`src/design/haw_pkg.sv`:
```
// constants, types and carriers for the host attention and wake handshake block
// assumes a 200 MHz core clock; all pins arrive unsynchronised
// What this block does
// - spi link: four wires, device is slave, clock idles high, sample on rise
// - host side two-wire port is an addressed slave
// - in spi and i2c modes attention is raised whenever service is needed
// - attention is active low, held until own i2c address ends or chip select seen
// - in uart mode readiness after startup is an advertisement message
// - asleep device woken by wake input, then in spi and i2c modes raises attention, about 150 us
// - in uart mode attention leads each transmission by about 7.7 us
// - in uart mode attention is released before transmission ends
package haw_pkg;
  localparam int CLK_PS = 5000;
  localparam int LEAD_NS = 7700;
  localparam int LEAD_CYC = (LEAD_NS * 1000 + CLK_PS - 1) / CLK_PS;
  localparam int GAP_NS = 1000;
  localparam int GAP_CYC = (GAP_NS * 1000 + CLK_PS - 1) / CLK_PS;
  localparam int WAKE_US = 150;
  localparam int WAKE_CYC_DEF = (WAKE_US * 1000000) / CLK_PS;
  localparam int BOOT_MS = 90;
  localparam int BOOT_CYC_DEF = (BOOT_MS * 1000000) / (CLK_PS / 1000);
  localparam int BAUD_RATE = 115200;
  localparam int BAUD_DIV = (1000000000 / (CLK_PS / 1000)) / BAUD_RATE;
  localparam int TMR_W = 25;
  localparam int FIFO_W = 8;
  localparam int FIFO_D = 4;
  localparam logic [3:0] UART_STOP_IDX = 4'h9;
  localparam logic [3:0] I2C_ADDR_BITS = 4'h8;
  localparam logic [2:0] SPI_LAST_BIT = 3'h7;
  localparam logic [7:0] SPI_FILL = 8'h00;
  // arbitrary value, no maker meaning
  localparam logic [7:0] ADV_BYTE_DEF = 8'ha5;
  // arbitrary value
  localparam logic [6:0] I2C_ADDR_DEF = 7'h2c;

  typedef logic [TMR_W-1:0] haw_tmr_t;
  typedef logic [7:0] haw_gap_t;

  typedef enum logic [1:0] {
    MODE_I2C = 2'b00,
    MODE_SPI = 2'b01,
    MODE_UART = 2'b10,
    MODE_RSVD = 2'b11
  } haw_mode_t;

  typedef enum logic [2:0] {
    ST_BOOT = 3'b000,
    ST_IDLE = 3'b001,
    ST_SLEEP = 3'b010,
    ST_WAKE = 3'b011,
    ST_LEAD = 3'b100,
    ST_SEND = 3'b101
  } haw_state_t;

  typedef struct packed {
    logic scl;
    logic sda;
    logic sclk;
    logic cs_n;
    logic mosi;
    logic wake_n;
    logic [1:0] mode;
  } haw_pins_t;

  localparam haw_pins_t PINS_IDLE = '{scl: 1'b1, sda: 1'b1, sclk: 1'b1, cs_n: 1'b1,
                                      mosi: 1'b1, wake_n: 1'b1, mode: 2'b00};
endpackage

```
`src/design/haw_top.sv`:
```
// outgoing byte fifo and the host attention, wake and link framing logic
// assumes pins are asynchronous to I_CLK; user side ports are on I_CLK
`timescale 1ns/1ps

module haw_fifo #(
  parameter int WIDTH = 8,
  parameter int DEPTH = 4
) (
  input wire logic i_clk,
  input wire logic i_reset_n,
  input wire logic i_in_valid,
  input wire logic [WIDTH-1:0] i_in_data,
  output logic o_in_ready,
  output logic o_out_valid,
  output logic [WIDTH-1:0] o_out_data,
  input wire logic i_out_ready
);
  // depth must be a power of two so the pointers wrap by themselves
  localparam int AW = $clog2(DEPTH);
  localparam logic [AW:0] FULL_CNT = DEPTH[AW:0];
  logic [WIDTH-1:0] mem_q [DEPTH];
  logic [AW-1:0] wr_q, wr_d, rd_q, rd_d;
  logic [AW:0] cnt_q, cnt_d;
  logic ready_q, ready_d, valid_q, valid_d;
  logic push, pop;

  always_comb begin
    push = i_in_valid & ready_q;
    pop = i_out_ready & valid_q;
    wr_d = push ? wr_q + 1'b1 : wr_q;
    rd_d = pop ? rd_q + 1'b1 : rd_q;
    cnt_d = cnt_q;
    if (push & ~pop) begin
      cnt_d = cnt_q + 1'b1;
    end else if (pop & ~push) begin
      cnt_d = cnt_q - 1'b1;
    end
    ready_d = cnt_d != FULL_CNT;
    valid_d = cnt_d != '0;
  end

  always_ff @(posedge i_clk) begin
    if (!i_reset_n) begin
      wr_q <= '0;
      rd_q <= '0;
      cnt_q <= '0;
      ready_q <= 1'b1;
      valid_q <= 1'b0;
    end else begin
      wr_q <= wr_d;
      rd_q <= rd_d;
      cnt_q <= cnt_d;
      ready_q <= ready_d;
      valid_q <= valid_d;
    end
    if (push) begin
      mem_q[wr_q] <= i_in_data;
    end
  end

  assign o_in_ready = ready_q;
  assign o_out_valid = valid_q;
  assign o_out_data = mem_q[rd_q];
endmodule

module haw_top #(
  parameter int BOOT_CYC = haw_pkg::BOOT_CYC_DEF,
  parameter int WAKE_CYC = haw_pkg::WAKE_CYC_DEF,
  parameter logic [6:0] I2C_ADDR = haw_pkg::I2C_ADDR_DEF,
  parameter logic [7:0] ADV_BYTE = haw_pkg::ADV_BYTE_DEF
) (
  input wire logic I_CLK,
  input wire logic I_RESET_N,
  input wire logic [1:0] I_MODE,
  input wire logic I_WAKE_N,
  input wire logic I_SLEEP,
  input wire logic I_TX_VALID,
  input wire logic [7:0] I_TX_DATA,
  output logic O_TX_READY,
  input wire logic I_SPI_SCLK,
  input wire logic I_SPI_CS_N,
  input wire logic I_SPI_MOSI,
  output logic O_SPI_MISO,
  output logic O_SPI_MISO_OE_N,
  output logic O_RX_VALID,
  output logic [7:0] O_RX_DATA,
  input wire logic I_I2C_SCL,
  input wire logic I_I2C_SDA,
  output logic O_I2C_SDA,
  output logic O_I2C_SDA_OE_N,
  output logic O_UART_TX,
  output logic O_AWAKE,
  output logic O_HOST_ATTENTION_N
);
  localparam haw_pkg::haw_tmr_t BOOT_END = haw_pkg::haw_tmr_t'(BOOT_CYC - 1);
  localparam haw_pkg::haw_tmr_t WAKE_END = haw_pkg::haw_tmr_t'(WAKE_CYC - 1);
  localparam haw_pkg::haw_tmr_t LEAD_END = haw_pkg::haw_tmr_t'(haw_pkg::LEAD_CYC - 1);
  localparam haw_pkg::haw_tmr_t BAUD_END = haw_pkg::haw_tmr_t'(haw_pkg::BAUD_DIV - 1);
  localparam haw_pkg::haw_gap_t GAP_END = haw_pkg::haw_gap_t'(haw_pkg::GAP_CYC);

  haw_pkg::haw_pins_t pins_raw, s1_q, s2_q, pv_q;
  logic fifo_ready, fifo_valid, fifo_pop, pop_u, pop_s;
  logic [7:0] fifo_data;
  logic push_w;

  // two-stage synchroniser, then one more stage only for edge finding
  assign pins_raw = '{scl: I_I2C_SCL, sda: I_I2C_SDA, sclk: I_SPI_SCLK, cs_n: I_SPI_CS_N,
                      mosi: I_SPI_MOSI, wake_n: I_WAKE_N, mode: I_MODE};

  always_ff @(posedge I_CLK) begin
    if (!I_RESET_N) begin
      s1_q <= haw_pkg::PINS_IDLE;
      s2_q <= haw_pkg::PINS_IDLE;
      pv_q <= haw_pkg::PINS_IDLE;
    end else begin
      s1_q <= pins_raw;
      s2_q <= s1_q;
      pv_q <= s2_q;
    end
  end

  logic sclk_rise, sclk_fall, cs_fall, scl_rise, scl_fall, i2c_start, i2c_stop;
  assign sclk_rise = s2_q.sclk & ~pv_q.sclk;
  assign sclk_fall = ~s2_q.sclk & pv_q.sclk;
  assign cs_fall = ~s2_q.cs_n & pv_q.cs_n;
  assign scl_rise = s2_q.scl & ~pv_q.scl;
  assign scl_fall = ~s2_q.scl & pv_q.scl;
  assign i2c_start = pv_q.sda & ~s2_q.sda & s2_q.scl & pv_q.scl;
  assign i2c_stop = ~pv_q.sda & s2_q.sda & s2_q.scl & pv_q.scl;

  assign fifo_pop = pop_u | pop_s;
  assign push_w = I_TX_VALID & fifo_ready;

  haw_fifo #(
    .WIDTH(haw_pkg::FIFO_W),
    .DEPTH(haw_pkg::FIFO_D)
  ) u_fifo (
    .i_clk(I_CLK),
    .i_reset_n(I_RESET_N),
    .i_in_valid(I_TX_VALID),
    .i_in_data(I_TX_DATA),
    .o_in_ready(fifo_ready),
    .o_out_valid(fifo_valid),
    .o_out_data(fifo_data),
    .i_out_ready(fifo_pop)
  );

  // main sequencer: boot, sleep and wake, uart framing
  haw_pkg::haw_state_t state_q, state_d;
  haw_pkg::haw_mode_t mode_q, mode_d;
  haw_pkg::haw_tmr_t tmr_q, tmr_d;
  logic [9:0] ush_q, ush_d;
  logic [3:0] ubit_q, ubit_d;
  logic uattn_q, uattn_d, adv_q, adv_d, tx_q, tx_d, awake_q, awake_d, fire_ev;
  logic gap_ok;

  always_comb begin
    state_d = state_q;
    mode_d = mode_q;
    tmr_d = tmr_q + 1'b1;
    ush_d = ush_q;
    ubit_d = ubit_q;
    uattn_d = uattn_q;
    adv_d = adv_q;
    tx_d = 1'b1;
    awake_d = awake_q;
    fire_ev = 1'b0;
    pop_u = 1'b0;
    case (state_q)
      haw_pkg::ST_BOOT: begin
        // mode strap is caught while booting, after reset release
        mode_d = haw_pkg::haw_mode_t'(s2_q.mode);
        if (tmr_q == BOOT_END) begin
          state_d = haw_pkg::ST_IDLE;
          awake_d = 1'b1;
          fire_ev = mode_q != haw_pkg::MODE_UART;
        end
      end
      haw_pkg::ST_IDLE: begin
        tmr_d = '0;
        if (mode_q == haw_pkg::MODE_UART && (!adv_q || fifo_valid) && gap_ok) begin
          // readiness in uart mode is the advertisement byte, sent first
          ush_d = {1'b1, adv_q ? fifo_data : ADV_BYTE, 1'b0};
          pop_u = adv_q;
          adv_d = 1'b1;
          uattn_d = 1'b1;
          ubit_d = '0;
          state_d = haw_pkg::ST_LEAD;
        end else if (I_SLEEP && !fifo_valid) begin
          awake_d = 1'b0;
          state_d = haw_pkg::ST_SLEEP;
        end
      end
      haw_pkg::ST_SLEEP: begin
        tmr_d = '0;
        if (!s2_q.wake_n) begin
          state_d = haw_pkg::ST_WAKE;
        end
      end
      haw_pkg::ST_WAKE: begin
        if (tmr_q == WAKE_END) begin
          state_d = haw_pkg::ST_IDLE;
          awake_d = 1'b1;
          fire_ev = mode_q != haw_pkg::MODE_UART;
        end
      end
      haw_pkg::ST_LEAD: begin
        // no flow control: the host is assumed always able to receive
        if (tmr_q == LEAD_END) begin
          tmr_d = '0;
          state_d = haw_pkg::ST_SEND;
        end
      end
      haw_pkg::ST_SEND: begin
        tx_d = ush_q[0];
        if (tmr_q == BAUD_END) begin
          tmr_d = '0;
          ush_d = {1'b1, ush_q[9:1]};
          ubit_d = ubit_q + 1'b1;
          tx_d = ush_q[1];
          if (ubit_q + 1'b1 == haw_pkg::UART_STOP_IDX) begin
            uattn_d = 1'b0;
          end
          if (ubit_q == haw_pkg::UART_STOP_IDX) begin
            tx_d = 1'b1;
            state_d = haw_pkg::ST_IDLE;
          end
        end
      end
      default: begin
        state_d = haw_pkg::ST_BOOT;
        tmr_d = '0;
      end
    endcase
  end

  always_ff @(posedge I_CLK) begin
    if (!I_RESET_N) begin
      state_q <= haw_pkg::ST_BOOT;
      mode_q <= haw_pkg::MODE_I2C;
      tmr_q <= '0;
      ush_q <= '1;
      ubit_q <= '0;
      uattn_q <= 1'b0;
      adv_q <= 1'b0;
      tx_q <= 1'b1;
      awake_q <= 1'b0;
    end else begin
      state_q <= state_d;
      mode_q <= mode_d;
      tmr_q <= tmr_d;
      ush_q <= ush_d;
      ubit_q <= ubit_d;
      uattn_q <= uattn_d;
      adv_q <= adv_d;
      tx_q <= tx_d;
      awake_q <= awake_d;
    end
  end

  // spi slave, clock idles high, sample on rise, drive on fall
  logic [7:0] rsh_q, rsh_d, tsh_q, tsh_d, rxd_q, rxd_d;
  logic [2:0] sbit_q, sbit_d;
  logic miso_q, miso_d, moe_n_q, moe_n_d, rxv_q, rxv_d, cs_seen;

  always_comb begin
    rsh_d = rsh_q;
    tsh_d = tsh_q;
    rxd_d = rxd_q;
    sbit_d = sbit_q;
    miso_d = miso_q;
    moe_n_d = 1'b1;
    rxv_d = 1'b0;
    pop_s = 1'b0;
    cs_seen = 1'b0;
    if (mode_q != haw_pkg::MODE_SPI || s2_q.cs_n || state_q == haw_pkg::ST_BOOT) begin
      sbit_d = '0;
    end else begin
      moe_n_d = 1'b0;
      cs_seen = cs_fall;
      if (sclk_fall) begin
        miso_d = tsh_q[7];
        tsh_d = {tsh_q[6:0], 1'b0};
      end
      if (sclk_rise) begin
        rsh_d = {rsh_q[6:0], s2_q.mosi};
        sbit_d = sbit_q + 1'b1;
      end
      // a fresh byte is loaded at select and after every eighth rise
      if (cs_fall || (sclk_rise && sbit_q == haw_pkg::SPI_LAST_BIT)) begin
        tsh_d = fifo_valid ? fifo_data : haw_pkg::SPI_FILL;
        pop_s = fifo_valid;
      end
      if (sclk_rise && sbit_q == haw_pkg::SPI_LAST_BIT) begin
        rxv_d = 1'b1;
        rxd_d = {rsh_q[6:0], s2_q.mosi};
      end
    end
  end

  always_ff @(posedge I_CLK) begin
    if (!I_RESET_N) begin
      rsh_q <= '0;
      tsh_q <= '0;
      rxd_q <= '0;
      sbit_q <= '0;
      miso_q <= 1'b0;
      moe_n_q <= 1'b1;
      rxv_q <= 1'b0;
    end else begin
      rsh_q <= rsh_d;
      tsh_q <= tsh_d;
      rxd_q <= rxd_d;
      sbit_q <= sbit_d;
      miso_q <= miso_d;
      moe_n_q <= moe_n_d;
      rxv_q <= rxv_d;
    end
  end

  // i2c slave address recognition; the data phase is left to other logic
  logic [7:0] ish_q, ish_d;
  logic [3:0] ibit_q, ibit_d;
  logic iact_q, iact_d, ackp_q, ackp_d, sdoe_n_q, sdoe_n_d, addr_hit;

  always_comb begin
    ish_d = ish_q;
    ibit_d = ibit_q;
    iact_d = iact_q;
    ackp_d = ackp_q;
    sdoe_n_d = sdoe_n_q;
    addr_hit = 1'b0;
    if (mode_q != haw_pkg::MODE_I2C || state_q == haw_pkg::ST_BOOT) begin
      iact_d = 1'b0;
      ackp_d = 1'b0;
      sdoe_n_d = 1'b1;
    end else if (i2c_start) begin
      iact_d = 1'b1;
      ibit_d = '0;
      ackp_d = 1'b0;
      sdoe_n_d = 1'b1;
    end else if (i2c_stop) begin
      iact_d = 1'b0;
      ackp_d = 1'b0;
      sdoe_n_d = 1'b1;
    end else if (iact_q) begin
      if (scl_rise && ibit_q != haw_pkg::I2C_ADDR_BITS) begin
        ish_d = {ish_q[6:0], s2_q.sda};
        ibit_d = ibit_q + 1'b1;
        if (ibit_q + 1'b1 == haw_pkg::I2C_ADDR_BITS) begin
          addr_hit = ish_d[7:1] == I2C_ADDR;
          ackp_d = addr_hit;
          iact_d = addr_hit;
        end
      end
      if (scl_fall && ackp_q) begin
        sdoe_n_d = 1'b0;
        ackp_d = 1'b0;
      end else if (scl_fall && !sdoe_n_q) begin
        sdoe_n_d = 1'b1;
        iact_d = 1'b0;
      end
    end
  end

  always_ff @(posedge I_CLK) begin
    if (!I_RESET_N) begin
      ish_q <= '0;
      ibit_q <= '0;
      iact_q <= 1'b0;
      ackp_q <= 1'b0;
      sdoe_n_q <= 1'b1;
    end else begin
      ish_q <= ish_d;
      ibit_q <= ibit_d;
      iact_q <= iact_d;
      ackp_q <= ackp_d;
      sdoe_n_q <= sdoe_n_d;
    end
  end

  // attention line: a pending request, or a uart frame in progress
  logic pend_q, pend_d, attn_n_q, attn_n_d, want, serv_ev, req_ev;
  haw_pkg::haw_gap_t gap_q, gap_d;

  assign gap_ok = gap_q == GAP_END;

  always_comb begin
    req_ev = fire_ev | (push_w && mode_q != haw_pkg::MODE_UART
                        && state_q != haw_pkg::ST_BOOT);
    serv_ev = cs_seen | addr_hit;
    // a request landing on the servicing cycle survives it
    pend_d = req_ev ? 1'b1 : (serv_ev ? 1'b0 : pend_q);
    want = (pend_q & ~serv_ev) | uattn_q;
    attn_n_d = attn_n_q;
    gap_d = gap_q;
    if (!attn_n_q) begin
      if (!want) begin
        attn_n_d = 1'b1;
        gap_d = '0;
      end
    end else begin
      if (!gap_ok) begin
        gap_d = gap_q + 1'b1;
      end
      if (want && gap_ok) begin
        attn_n_d = 1'b0;
      end
    end
  end

  always_ff @(posedge I_CLK) begin
    if (!I_RESET_N) begin
      pend_q <= 1'b0;
      attn_n_q <= 1'b1;
      gap_q <= '0;
    end else begin
      pend_q <= pend_d;
      attn_n_q <= attn_n_d;
      gap_q <= gap_d;
    end
  end

  assign O_TX_READY = fifo_ready;
  assign O_SPI_MISO = miso_q;
  assign O_SPI_MISO_OE_N = moe_n_q;
  assign O_RX_VALID = rxv_q;
  assign O_RX_DATA = rxd_q;
  assign O_I2C_SDA = 1'b0;
  assign O_I2C_SDA_OE_N = sdoe_n_q;
  assign O_UART_TX = tx_q;
  assign O_AWAKE = awake_q;
  assign O_HOST_ATTENTION_N = attn_n_q;
endmodule

```
`config.mk`:
```
export PLATFORM = sky130hd
export DESIGN_NAME = haw_top
export DESIGN_NICKNAME = d
export VERILOG_FILES = /design/src/design/haw_pkg.sv /design/src/design/haw_top.sv
export SDC_FILE = /design/constraint.sdc
export NUM_CORES = 1
export LEC_CHECK = 0
export ABC_AREA = 1
export ABC_CLOCK_PERIOD_IN_PS = 1500
export BUFFER_PORTS_ARGS = -buffer_cell sky130_fd_sc_hd__buf_2
export CORE_MARGIN = 3
export CORE_UTILIZATION = 55
export DETAILED_ROUTE_END_ITERATION = 7
export PLACE_DENSITY = 0.87
export REMOVE_ABC_BUFFERS = 1
export SYNTH_ARGS = -nofsm -noshare
export SYNTH_HDL_FRONTEND = slang
export SYNTH_SLANG_ARGS = --single-unit
```
`constraint.sdc`:
```
create_clock -name I_CLK -period 1.5 [get_ports I_CLK]
set_input_delay 0.15 -clock I_CLK [delete_from_list [all_inputs] [get_ports I_CLK]]
set_output_delay 0.15 -clock I_CLK [all_outputs]
set_load 0.01 [all_outputs]
```
Word level (Yosys, flattened, before mapping)
Memory sizes are Yosys's and may differ from the RTL's. A register that Yosys moved wholly into a read port is not among the register bits.
Cells that the tools add are included.
Storage, ports and cells
  output and inout bits: 17
  flip-flop bits (word level): 130
  bits in writable memories: 32
  memories kept: 1
  logic and storage cells: 255
Memories
  u_fifo.mem_q: depth 4, width 8, rd ports 1, clocked after Yosys merged registers in 1, write ports 1, RTL line haw_top.sv:21  | logic [WIDTH-1:0] mem_q [DEPTH];
Cells by class
  equality and inequality tests: 34
  reduce and logical (&&, ||, !) cells: 50
  bitwise operators: 35
  muxes and demuxes: 79
  add/sub/neg operators: 9
Operator list (number)
  case mux 25 bit (3 select lines): 1
  2-to-1 mux 8 bit: 7
  == test 25 x 11 -> 1 bit (second input constant): 2
  2-to-1 mux 25 bit: 2
  2-to-1 mux 1 bit: 43
  2-to-1 mux 3 bit: 10
  inequality test 2 bit (second input constant): 14
  adder 25 x 1 -> 25 bit (second input constant): 1
  == test 25 x 15 -> 1 bit (second input constant): 1
  == test 25 bit (second input constant): 1
  2-to-1 mux 4 bit: 6
  2-to-1 mux 10 bit: 2
  case mux 10 bit (2 select lines): 1
  case mux 3 bit (6 select lines): 1
  nonzero test 2 bit: 9
  bitwise AND 1 bit: 16
  AND reduction 2 bit: 8
  NOT 1 bit: 15
  == test 4 bit (second input constant): 3
  logical AND 1 bit: 10
  AND reduction 5 bit: 2
  == test 3 bit (second input constant): 3
  nonzero test 3 bit: 3
  adder 4 x 1 -> 4 bit (second input constant): 2
  25 further kinds: 44

Logic depth before layout (Yosys ltp)
Gate-level depths: netlist of the first run.
  word-level depth: 15
  gate-level depth with buffers: 14

Hierarchy
A second synthesis of the first run with hierarchy kept.
Unflattened totals
  cells, all modules: 940
  area, all modules: 7452.1 um2
By module, submodules not included
  haw_top: cells an instance 783, area each 5686.7 um2, times used 1, seq. area each 2402.3 um2
  haw_fifo: cells an instance 157, area each 1765.4 um2, times used 1, seq. area each 1181.1 um2

Least setup slack after synthesis of the first run
Ideal clock, no wire load.
  kind: register to register
  start point: register tmr_q[0]
  end point: register tmr_q[22]
  stages on the path, launching flop included: 10
  data required time: 1386 ps
  arrival time: 1552 ps
  slack: -166 ps
  cells stage by stage: dfxtp_1 -> ha_1 -> nand2_1 -> nor3_1 -> nand3_1 -> nand2_2 -> nand4_1 -> nand2_2 -> buf_4 -> nor2_1
Between the ends
  word-level cells in the longest chain between the ends: 3
  elaborated cells on any way between the ends: 6
  those cells by class: 1 x add/sub; 2 x eq/ne; 3 x mux
RTL lines
  start, declared: RTL line haw_top.sv:151  | haw_pkg::haw_tmr_t tmr_q, tmr_d;
  start signal, assigned: RTL line haw_top.sv:251  | tmr_q <= tmr_d;
  adder 25 x 1 -> 25 bit (tied with other cells): RTL line haw_top.sv:160  | tmr_d = tmr_q + 1'b1;
  2-to-1 mux 25 bit, on equally long branches: RTL line haw_top.sv:216, haw_top.sv:209
  case mux 25 bit (3 select lines) *: RTL line haw_top.sv:169  | case (state_q)
Mark *: on every way between the ends. The rest lies on a longest branch, timed or not.
A chain may end at the register's enable or synchronous reset.

Worst setup path in the final report of the first run
  start point: register tmr_q[9]
  end point: register uattn_q
Between the ends
  word-level cells in the longest chain between the ends: 3
RTL lines
  == test 25 x 11 -> 1 bit: RTL line haw_top.sv:216  | if (tmr_q == BAUD_END) begin
  inequality test 2 bit (no line)
  AND reduction 4 bit (no line)
  end signal, assigned: RTL line haw_top.sv:254  | uattn_q <= uattn_d;
  end, declared: RTL line haw_top.sv:154  | logic uattn_q, uattn_d, adv_q, adv_d, tx_q, tx_d, awake_q, awake_d, fire_ev;
Every way passes these cells.

==> results of run 1 <==
## report_power, final
part	internal [mW]	switching [mW]	total, mW
clock network	2.38	2.29	4.67
logic	2.05	3.27	5.33
registers	4.78	0.325	5.11
## critical path: stages, from the launching register on
cell and delay (ns):
sky130_fd_sc_hd__dfxtp_1 0.38, sky130_fd_sc_hd__nand4_1 0.29, sky130_fd_sc_hd__nor2_1 0.31, sky130_fd_sc_hd__nand3_2 0.16
sky130_fd_sc_hd__nand2_4 0.14, sky130_fd_sc_hd__buf_4 0.12, sky130_fd_sc_hd__buf_4 0.11, sky130_fd_sc_hd__nand2_4 0.10
sky130_fd_sc_hd__o21ai_2 0.43, sky130_fd_sc_hd__a21oi_2 0.21
## layout by cell type, fill, tap and decap left out, types with 21 or more instances in the layout
cell type / instances
sky130_fd_sc_hd__a21oi_1: 53
sky130_fd_sc_hd__a21oi_2: 21
sky130_fd_sc_hd__buf_2: 36
sky130_fd_sc_hd__buf_4: 152
sky130_fd_sc_hd__buf_6: 22
sky130_fd_sc_hd__dfxtp_1: 118
sky130_fd_sc_hd__edfxtp_1: 32
sky130_fd_sc_hd__inv_1: 89
sky130_fd_sc_hd__nand2_1: 159
sky130_fd_sc_hd__nand2_2: 32
sky130_fd_sc_hd__nand3_1: 42
sky130_fd_sc_hd__nor2_1: 76
sky130_fd_sc_hd__o21ai_0: 28
## metrics by stage
step | worst slack (ns) | utilization | setup TNS, ns | instance area, µm²
global placement | -0.285 | 0.682 | -10.14 | 8750
detailed placement | -0.341 | 0.682 | -14.89 | 8750
floorplan | -0.220 | - | -6.04 | 7250
global route | -0.921 | 0.854 | -46.52 | 11000
finish | -0.912 | 0.854 | -44.61 | 11000
CTS | -0.258 | 0.791 | -11.29 | 10100
## per-layer routing
| metal | routed length, µm | vias to the layer above |
|---|---|---|
| met5 | 123 | - |
| met4 | 4970 | 8 |
| met3 | 5140 | 530 |
| met2 | 15400 | 1081 |
| met1 | 10600 | 4031 |
| li1 | - | 3554 |
## final timing paths
| check | from | endpoint | slack (ns) | depth (start not counted) |
|---|---|---|---|---|
| max | tmr_q[9] | uattn_q | -0.91 | 9 |
| min reg2reg | s1_q[3] | s2_q[3] | 0.43 | 1 |
| min | I_RESET_N | pv_q[5] | 0.16 | 3 |
| max reg2reg | tmr_q[9] | uattn_q | -0.91 | 9 |
## synth_stat cells, drive strengths merged
cell type  instances  area share
a211oi             2      0.0020
a21oi             76       0.052
a22oi              1      0.0010
a31oi              1     0.00085
a32o               2      0.0027
a32oi              1      0.0012
and3               3      0.0026
buf                6      0.0049
clkbuf            15      0.0077
conb               1     0.00051
dfxtp            131        0.36
edfxtp            32        0.13
ha                17       0.029
inv              114       0.058
nand2            214        0.11
nand3             69       0.051
nand3b             3      0.0048
nand4             19       0.017
nor2             109       0.061
nor3              19       0.014
nor4               3      0.0026
o2111ai            1      0.0012
o211a              2      0.0027
o211ai             7      0.0072
o21ai             54       0.037
o22ai              2      0.0017
o311a              1      0.0014
or2               16       0.014
xnor2              5      0.0060
xor2              14       0.017
## area by class of cell
cell class / count / share of cell area
timing repair buffer: 233 / 0.171
sequential: 163 / 0.330
tap: 172 / 0.0196
inverter: 114 / 0.0412
clock inverter: 15 / 0.0151
clock buffer: 17 / 0.0388
multi-input combinational: 645 / 0.385
## cell families (layout without fill, tap and decap cells)
family | after synthesis | after routing | share of synthesized area
simple gates | 455 | 458 | 0.278
flops | 163 | 163 | 0.488
compound gates | 150 | 150 | 0.111
buf+inv | 135 | 379 | 0.0709
xor+xnor | 19 | 19 | 0.0227
fa+ha+maj | 17 | 17 | 0.0290
other cells | 1 | 1 | 0.000511
## flip-flops by register name, indices dropped and copies added (netlist names), 2 cells and up, named ones only
| register | count |
|---|---|
| mode_q | 2 |
| u_fifo.rd_q | 2 |
| sbit_q | 3 |
| tmr_q | 25 |
| ibit_q | 4 |
| u_fifo.mem_q | 32 |
| tsh_q | 8 |
| pv_q | 4 |
| s2_q | 8 |
| u_fifo.cnt_q | 3 |
| ubit_q | 4 |
| O_RX_DATA | 8 |
| s1_q | 8 |
| ish_q | 7 |
| state_q | 3 |
| rsh_q | 7 |
| u_fifo.wr_q | 2 |
| gap_q | 8 |
| ush_q | 9 |
## timing repair
item	CTS	global route
buffers inserted	17	27
pin swaps	44	58
gates cloned	5	1
gates resized for setup	146	163
endpoints found under the setup margin	94	106
hold buffers	16	0
endpoints found under the hold margin	40	0
==> flow_summary.html, run 1 <==
<table>
<tr><th>Metric</th><th>Value</th></tr>
<tr><th colspan="2">GRT</th></tr>
<tr><td>Wire length of the first global-routing pass</td><td>between 40 and 50 mm</td></tr>
<tr><td>Via count of the first global-routing pass</td><td>approximately 8400</td></tr>
<tr><td>Maximum number of pins on one net before global-route repair</td><td>61</td></tr>
<tr><td>Fraction of met3 tracks used by global routing</td><td>0.109</td></tr>
<tr><td>Met1 Track Usage GR</td><td>0.389</td></tr>
<tr><td>Busiest layer in global routing</td><td>met2</td></tr>
<tr><td>Number of antenna violations at the first check in global routing</td><td>2</td></tr>
<tr><td>Overall track demand over capacity in global routing</td><td>0.365</td></tr>
<tr><td>GR Layer Usage met2</td><td>0.598</td></tr>
<tr><td>Global route total overflow</td><td>0</td></tr>
<tr><th colspan="2">Timing</th></tr>
<tr><td>Achievable clock frequency</td><td>between 0.4 and 0.5 GHz</td></tr>
<tr><td>Final period util</td><td>1.61</td></tr>
<tr><td>Final setup violation count</td><td>roughly 110</td></tr>
<tr><td>Worst Tran Pin Value</td><td>around 0.55 ns</td></tr>
<tr><td>Unrepaired setup endpoints after global routing</td><td>yes</td></tr>
<tr><td>Hold violation total from the final report</td><td>0</td></tr>
<tr><td>Final max-slew violation count</td><td>0</td></tr>
<tr><td>Worst Setup Slack, final</td><td>-0.912 ns</td></tr>
<tr><td>Minimum clock period</td><td>~2.4 ns</td></tr>
<tr><td>Hold_ws</td><td>around 0.16 ns</td></tr>
<tr><td>Worst setup skew after layout</td><td>around 0.018 ns</td></tr>
<tr><td>Worst slew margin relative to its limit</td><td>0.634</td></tr>
<tr><th colspan="2">Setup path</th></tr>
<tr><td>Crit-path max FO</td><td>6</td></tr>
<tr><td>Crit start category</td><td>register</td></tr>
<tr><td>Data arrival, critical path</td><td>2.71 ns</td></tr>
<tr><td>CP Data Required Time</td><td>between 1.5 and 2 ns</td></tr>
<tr><td>Kind of capture point of the worst setup path</td><td>register</td></tr>
<tr><td>Critical setup path kind</td><td>register to register</td></tr>
<tr><th colspan="2">Floorplan</th></tr>
<tr><td>Number of primary I/O pins</td><td>37</td></tr>
<tr><td>Number of placement rows</td><td>slightly above 40</td></tr>
<tr><td>Initial core utilization</td><td>0.573</td></tr>
<tr><td>Area of the die</td><td>about 15000 µm²</td></tr>
<tr><td>Core ar.</td><td>12800 µm²</td></tr>
<tr><td>Chip Height</td><td>roughly 120 µm</td></tr>
<tr><td>Die width</td><td>roughly 120 µm</td></tr>
<tr><th colspan="2">Clock network</th></tr>
<tr><td>H-tree depth</td><td>4</td></tr>
<tr><td>CTS tree</td><td>built</td></tr>
<tr><td>CTS Root Cell</td><td>sky130_fd_sc_hd__clkbuf_16</td></tr>
<tr><td>Longest Clk Path Bufs</td><td>2</td></tr>
<tr><td>Clock sink total</td><td>~160</td></tr>
<tr><td>TritonCTS Buffers</td><td>17</td></tr>
<tr><td>Later-pin clock latency in the skew report</td><td>0.46 ns</td></tr>
<tr><td>CTS clk-pin slew, worst paths</td><td>~0.080 ns</td></tr>
<tr><th colspan="2">Synth</th></tr>
<tr><td>Proportion of synthesized chip area in sequential cells</td><td>0.488</td></tr>
<tr><td>Warnings from Yosys</td><td>0</td></tr>
<tr><td>Number of cells produced by synthesis</td><td>940</td></tr>
<tr><td>Syn_area_per_cell</td><td>about 7.8 µm²</td></tr>
<tr><td>Unique cell type count in the Yosys netlist</td><td>43</td></tr>
<tr><td>Number of synthesized register bits</td><td>about 160</td></tr>
<tr><td>Post-synthesis cell area</td><td>~7300 µm²</td></tr>
<tr><th colspan="2">Outcome</th></tr>
<tr><td>Status</td><td>finished with violations</td></tr>
<tr><td>Violations in the final reports</td><td>negative setup slack</td></tr>
<tr><th colspan="2">Placed design</th></tr>
<tr><td>Detailed Place HPWL</td><td>between 10 and 15 mm</td></tr>
<tr><td># placed instances</td><td>1265</td></tr>
<tr><td>Last weighted congestion value of the routability-driven placer</td><td>~0.9</td></tr>
<tr><td>Port buffer count</td><td>35</td></tr>
<tr><th colspan="2">Layout</th></tr>
<tr><td>Antenna cell count</td><td>0</td></tr>
<tr><td>Number of nets in the layout</td><td>between 1000 and 1500</td></tr>
<tr><td>Multi-input combinational cell area</td><td>~4200 µm²</td></tr>
<tr><td>Sequential cell area</td><td>roughly 3600 µm²</td></tr>
<tr><td>Growth of design area from synthesis to finish</td><td>49.2%</td></tr>
<tr><td>Non-filler cells, final</td><td>between 1000 and 1500</td></tr>
<tr><td>Fraction of final layout cells with drive strength greater than 1</td><td>0.404</td></tr>
<tr><td># fillers</td><td>559</td></tr>
<tr><th colspan="2">Power</th></tr>
<tr><td>Cell Pwr Density</td><td>between 1000 and 1500 nW/µm²</td></tr>
<tr><td>Maximum vdd drop</td><td>1.18 mV</td></tr>
<tr><td>Pleak</td><td>~4.7 nW</td></tr>
<tr><td>Sum of internal, switching and leakage power</td><td>between 15 and 20 mW</td></tr>
<tr><th colspan="2">Route</th></tr>
<tr><td>Number of detailed-routing iterations run before antenna repair</td><td>7</td></tr>
<tr><td>Final Routed Wirelength</td><td>between 30 and 40 mm</td></tr>
<tr><td>Remaining routing DRC violations</td><td>0</td></tr>
<tr><td>Total vias in the final route</td><td>9204</td></tr>
<tr><td>Vias per std cell</td><td>about 6.8</td></tr>
<tr><td>Number of violations reported at the end of detailed-routing iteration 0</td><td>about 1600</td></tr>
<tr><td>Routed length per instance</td><td>about 27 µm</td></tr>
<tr><td>Final ANT Viol Nets</td><td>0</td></tr>
<tr><th colspan="2">Job</th></tr>
<tr><td>Max_cap viols</td><td>0</td></tr>
<tr><th colspan="2">Worst hold path</th></tr>
<tr><td>Worst min-delay path class</td><td>input port to register</td></tr>
</table>
No activity file was read; power rests on OpenSTA's default activity.
==> inputs of run 2 (changes only) <==
- CORE_ASPECT_RATIO: unset -> 1.1
- CORE_UTILIZATION: 55 -> 50
- PLACE_DENSITY: 0.87 -> 0.81
==> run 2 against run 1 <==
  * The run still ends with negative setup slack left
  * Worst hold slack got worse by 0.084 ns
  * Global-route usage fell by 7.6 points
  * Sequential share of layout area rose by 0.36 points
  * Maximum frequency rose by 18%
  * Final cell count rose by 1.5%
  * First-iteration DRC count fell by 27%
  * Register-to-register slack improved by 0.38 ns
  * Flip-flop and latch count did not move
  * Critical endpoint is now ubit_q[0]
  * Highest routed layer is now met4
==> flow_summary.html, run 2 (synthesized netlist as in run 1, its figures left out) <==
<table>
<tr><th>Metric</th><th>Value</th></tr>
<tr><th colspan="2">Placed design</th></tr>
<tr><td># placed instances</td><td>1286 (+1.7%)</td></tr>
<tr><td>Detailed Place HPWL</td><td>11.9 mm (-3.9%)</td></tr>
<tr><td>Port buffer count</td><td>35 (unchanged)</td></tr>
<tr><td>Last weighted congestion value of the routability-driven placer</td><td>0.909 (+2.1%)</td></tr>
<tr><th colspan="2">Outcome</th></tr>
<tr><td>Status</td><td>finished with violations</td></tr>
<tr><td>Violations in the final reports</td><td>negative setup slack</td></tr>
<tr><th colspan="2">Timing</th></tr>
<tr><td>Worst Setup Slack, final</td><td>-0.536 ns (+0.376 ns)</td></tr>
<tr><td>Achievable clock frequency</td><td>0.491 GHz (+18%)</td></tr>
<tr><td>Unrepaired setup endpoints after global routing</td><td>yes</td></tr>
<tr><td>Final setup violation count</td><td>89 (-17%)</td></tr>
<tr><td>Hold violation total from the final report</td><td>0 (unchanged)</td></tr>
<tr><td>Worst setup skew after layout</td><td>0.0166 ns (-0.000943 ns)</td></tr>
<tr><td>Hold_ws</td><td>0.0774 ns (-0.0835 ns)</td></tr>
<tr><td>Final max-slew violation count</td><td>0 (unchanged)</td></tr>
<tr><td>Worst slew margin relative to its limit</td><td>0.653 (+0.0191)</td></tr>
<tr><td>Minimum clock period</td><td>2.04 ns (-0.376 ns)</td></tr>
<tr><td>Final period util</td><td>1.36 (-0.250)</td></tr>
<tr><td>Worst Tran Pin Value</td><td>0.519 ns (-0.0303 ns)</td></tr>
<tr><th colspan="2">Clock network</th></tr>
<tr><td>CTS Root Cell</td><td>sky130_fd_sc_hd__clkbuf_16</td></tr>
<tr><td>Longest Clk Path Bufs</td><td>2 (unchanged)</td></tr>
<tr><td>CTS clk-pin slew, worst paths</td><td>0.07 ns (about the same)</td></tr>
<tr><td>CTS tree</td><td>built</td></tr>
<tr><td>Clock sink total</td><td>163 (unchanged)</td></tr>
<tr><td>H-tree depth</td><td>4 (unchanged)</td></tr>
<tr><td>Later-pin clock latency in the skew report</td><td>0.46 ns (about the same)</td></tr>
<tr><td>TritonCTS Buffers</td><td>17 (unchanged)</td></tr>
<tr><th colspan="2">Floorplan</th></tr>
<tr><td>Initial core utilization</td><td>0.522 (-0.0509)</td></tr>
<tr><td>Number of primary I/O pins</td><td>37 (unchanged)</td></tr>
<tr><td>Number of placement rows</td><td>45 (+9.8%)</td></tr>
<tr><td>Core ar.</td><td>14100 µm² (+9.8%)</td></tr>
<tr><td>Area of the die</td><td>16200 µm² (+9.5%)</td></tr>
<tr><td>Chip Height</td><td>133 µm (+9.5%)</td></tr>
<tr><td>Die width</td><td>122 µm (unchanged)</td></tr>
<tr><th colspan="2">Setup path</th></tr>
<tr><td>Worst setup slack for register-to-register paths</td><td>-0.54 ns (+0.38 ns)</td></tr>
<tr><td>Critical R2R Launch</td><td>tmr_q[12]</td></tr>
<tr><td>Crit-path max FO</td><td>4 (-2)</td></tr>
<tr><td>Depth of the most critical reg-to-reg path</td><td>10 (+1)</td></tr>
<tr><td>Data arrival, critical path</td><td>2.42 ns (-0.29 ns)</td></tr>
<tr><td>Kind of capture point of the worst setup path</td><td>register</td></tr>
<tr><td>Crit start category</td><td>register</td></tr>
<tr><td>Critical setup path kind</td><td>register to register</td></tr>
<tr><td>CP startpoint</td><td>tmr_q[12]</td></tr>
<tr><td>CP Data Required Time</td><td>1.88 ns (+0.08 ns)</td></tr>
<tr><td>Destination of the worst register-to-register timing path</td><td>ubit_q[0]</td></tr>
<tr><th colspan="2">Route</th></tr>
<tr><td>Vias per std cell</td><td>6.10 (-9.9%)</td></tr>
<tr><td>Remaining routing DRC violations</td><td>0 (unchanged)</td></tr>
<tr><td>Final ANT Viol Nets</td><td>0 (unchanged)</td></tr>
<tr><td>Final Routed Wirelength</td><td>28.5 mm (-21%)</td></tr>
<tr><td>Routed length per instance</td><td>20.6 µm (-22%)</td></tr>
<tr><td>Number of detailed-routing iterations run before antenna repair</td><td>7 (unchanged)</td></tr>
<tr><td>Number of violations reported at the end of detailed-routing iteration 0</td><td>1196 (-27%)</td></tr>
<tr><td>Total vias in the final route</td><td>8413 (-8.6%)</td></tr>
<tr><th colspan="2">Power</th></tr>
<tr><td>Cell Pwr Density</td><td>1280 nW/µm² (-7.0%)</td></tr>
<tr><td>Maximum vdd drop</td><td>1.24 mV (+5.0%)</td></tr>
<tr><td>Sum of internal, switching and leakage power</td><td>13.9 mW (-7.9%)</td></tr>
<tr><td>Pleak</td><td>4.64 nW (-0.34%)</td></tr>
<tr><th colspan="2">Job</th></tr>
<tr><td>Max_cap viols</td><td>0 (unchanged)</td></tr>
<tr><th colspan="2">Layout</th></tr>
<tr><td>Top library cells by usage in the layout, fill and taps aside</td><td>sky130_fd_sc_hd__nand2_1 (178), sky130_fd_sc_hd__buf_4 (155), sky130_fd_sc_hd__dfxtp_1 (109), sky130_fd_sc_hd__inv_1 (87), sky130_fd_sc_hd__nor2_1 (69)</td></tr>
<tr><td>Number of flip-flops under the largest register name</td><td>32 (unchanged)</td></tr>
<tr><td># fillers</td><td>748 (+34%)</td></tr>
<tr><td>Sequential cell area</td><td>3610 µm² (+0.10%)</td></tr>
<tr><td>Core occupancy in the finished layout</td><td>0.770 (-0.0836)</td></tr>
<tr><td>Multi-input combinational cell area</td><td>4080 µm² (-3.2%)</td></tr>
<tr><td>Fraction of final layout cells with drive strength greater than 1</td><td>0.401 (-0.00219)</td></tr>
<tr><td>Registers with the most flip-flops</td><td>u_fifo.mem_q x32, tmr_q x25, ush_q x9</td></tr>
<tr><td>Growth of design area from synthesis to finish</td><td>47.7%</td></tr>
<tr><td>Non-filler cells, final</td><td>1379 (+1.5%)</td></tr>
<tr><td>Commonest non-fill, non-tap cell in the layout</td><td>sky130_fd_sc_hd__nand2_1</td></tr>
<tr><td>Largest Register</td><td>u_fifo.mem_q</td></tr>
<tr><td>Antenna cell count</td><td>0 (unchanged)</td></tr>
<tr><td>Number of nets in the layout</td><td>1215 (+0.33%)</td></tr>
<tr><th colspan="2">GRT</th></tr>
<tr><td>Maximum number of pins on one net before global-route repair</td><td>24 (-61%)</td></tr>
<tr><td>Number of antenna violations at the first check in global routing</td><td>0 (-2)</td></tr>
<tr><td>Via count of the first global-routing pass</td><td>7766 (-7.2%)</td></tr>
<tr><td>Overall track demand over capacity in global routing</td><td>0.288 (-0.0762)</td></tr>
<tr><td>Global route total overflow</td><td>0 (unchanged)</td></tr>
<tr><td>Wire length of the first global-routing pass</td><td>37.1 mm (-11%)</td></tr>
<tr><th colspan="2">Worst hold path</th></tr>
<tr><td>Source of the worst hold timing path</td><td>I_RESET_N</td></tr>
<tr><td>Worst min-delay path class</td><td>input port to register</td></tr>
<tr><td>Endpoint with the worst hold slack</td><td>O_HOST_ATTENTION_N</td></tr>
<tr><td>Number of cells on the worst hold path</td><td>2 (-1)</td></tr>
</table>
-- run 2: where the power goes --
| part | switching [mW] | leakage, nW | internal [mW] |
|---|---|---|---|
| clock | 2.07 | 0.302 | 2.47 |
| combinational | 2.57 | 2.97 | 1.75 |
| sequential | 0.254 | 1.37 | 4.79 |
| total | 4.90 | 4.64 | 9.01 |
-- run 2: final cells by class --
type,instances,share of cell area
Multi-Input combinational cell,645,0.376
Sequential cell,163,0.333
Timing Repair Buffer,237,0.173
Clock buffer,20,0.0461
Inverter,114,0.0408
Tap cell,188,0.0217
Clock inverter,12,0.00958
-- run 2: worst max path at each step --
stage | end
finish | ubit_q[0]
CTS | tmr_q[17]
global placement | gap_q[6]
floorplan | tmr_q[2]
global route | ubit_q[0]
detailed placement | gap_q[6]
-- run 2: worst max-delay path, stage by stage (launching register included) --
cell and delay [ns]:
sky130_fd_sc_hd__dfxtp_1 0.33, sky130_fd_sc_hd__nor2_1 0.10, sky130_fd_sc_hd__nand3_1 0.11, sky130_fd_sc_hd__nor2_2 0.25, sky130_fd_sc_hd__nand3_4 0.13, sky130_fd_sc_hd__nand2_4 0.11
sky130_fd_sc_hd__buf_12 0.12, sky130_fd_sc_hd__nand4_1 0.23, sky130_fd_sc_hd__inv_2 0.21, sky130_fd_sc_hd__nand2_1 0.17, sky130_fd_sc_hd__a21oi_1 0.19
-- run 2: metal layers --
metal  vias to the layer above  global-route usage  wire [µm]
li1                       3559                   -          -
met1                      3845               0.316       9580
met2                       752               0.503      13500
met3                       257              0.0730       2990
met4                         0               0.165       2400
met5                         -                   0          0
-- run 2: per-stage QoR --
stage / setup slack (ns) / area [µm²] / setup TNS (ns)
floorplan: -0.220 / 7250 / -6.04
global placement: -0.331 / 8770 / -12.16
detailed placement: -0.398 / 8770 / -16.81
CTS: -0.191 / 10100 / -7.13
global route: -0.623 / 10800 / -24.19
finish: -0.536 / 10800 / -19.49
-- run 2: what timing repair did --
| item | CTS | global route |
|---|---|---|
| endpoints found under the hold margin | 40 | 0 |
| pin swaps | 41 | 51 |
| endpoints found under the setup margin | 92 | 99 |
| buffers inserted | 20 | 23 |
| gates cloned | 4 | 1 |
| hold buffers | 16 | 0 |
| gates resized for setup | 126 | 162 |
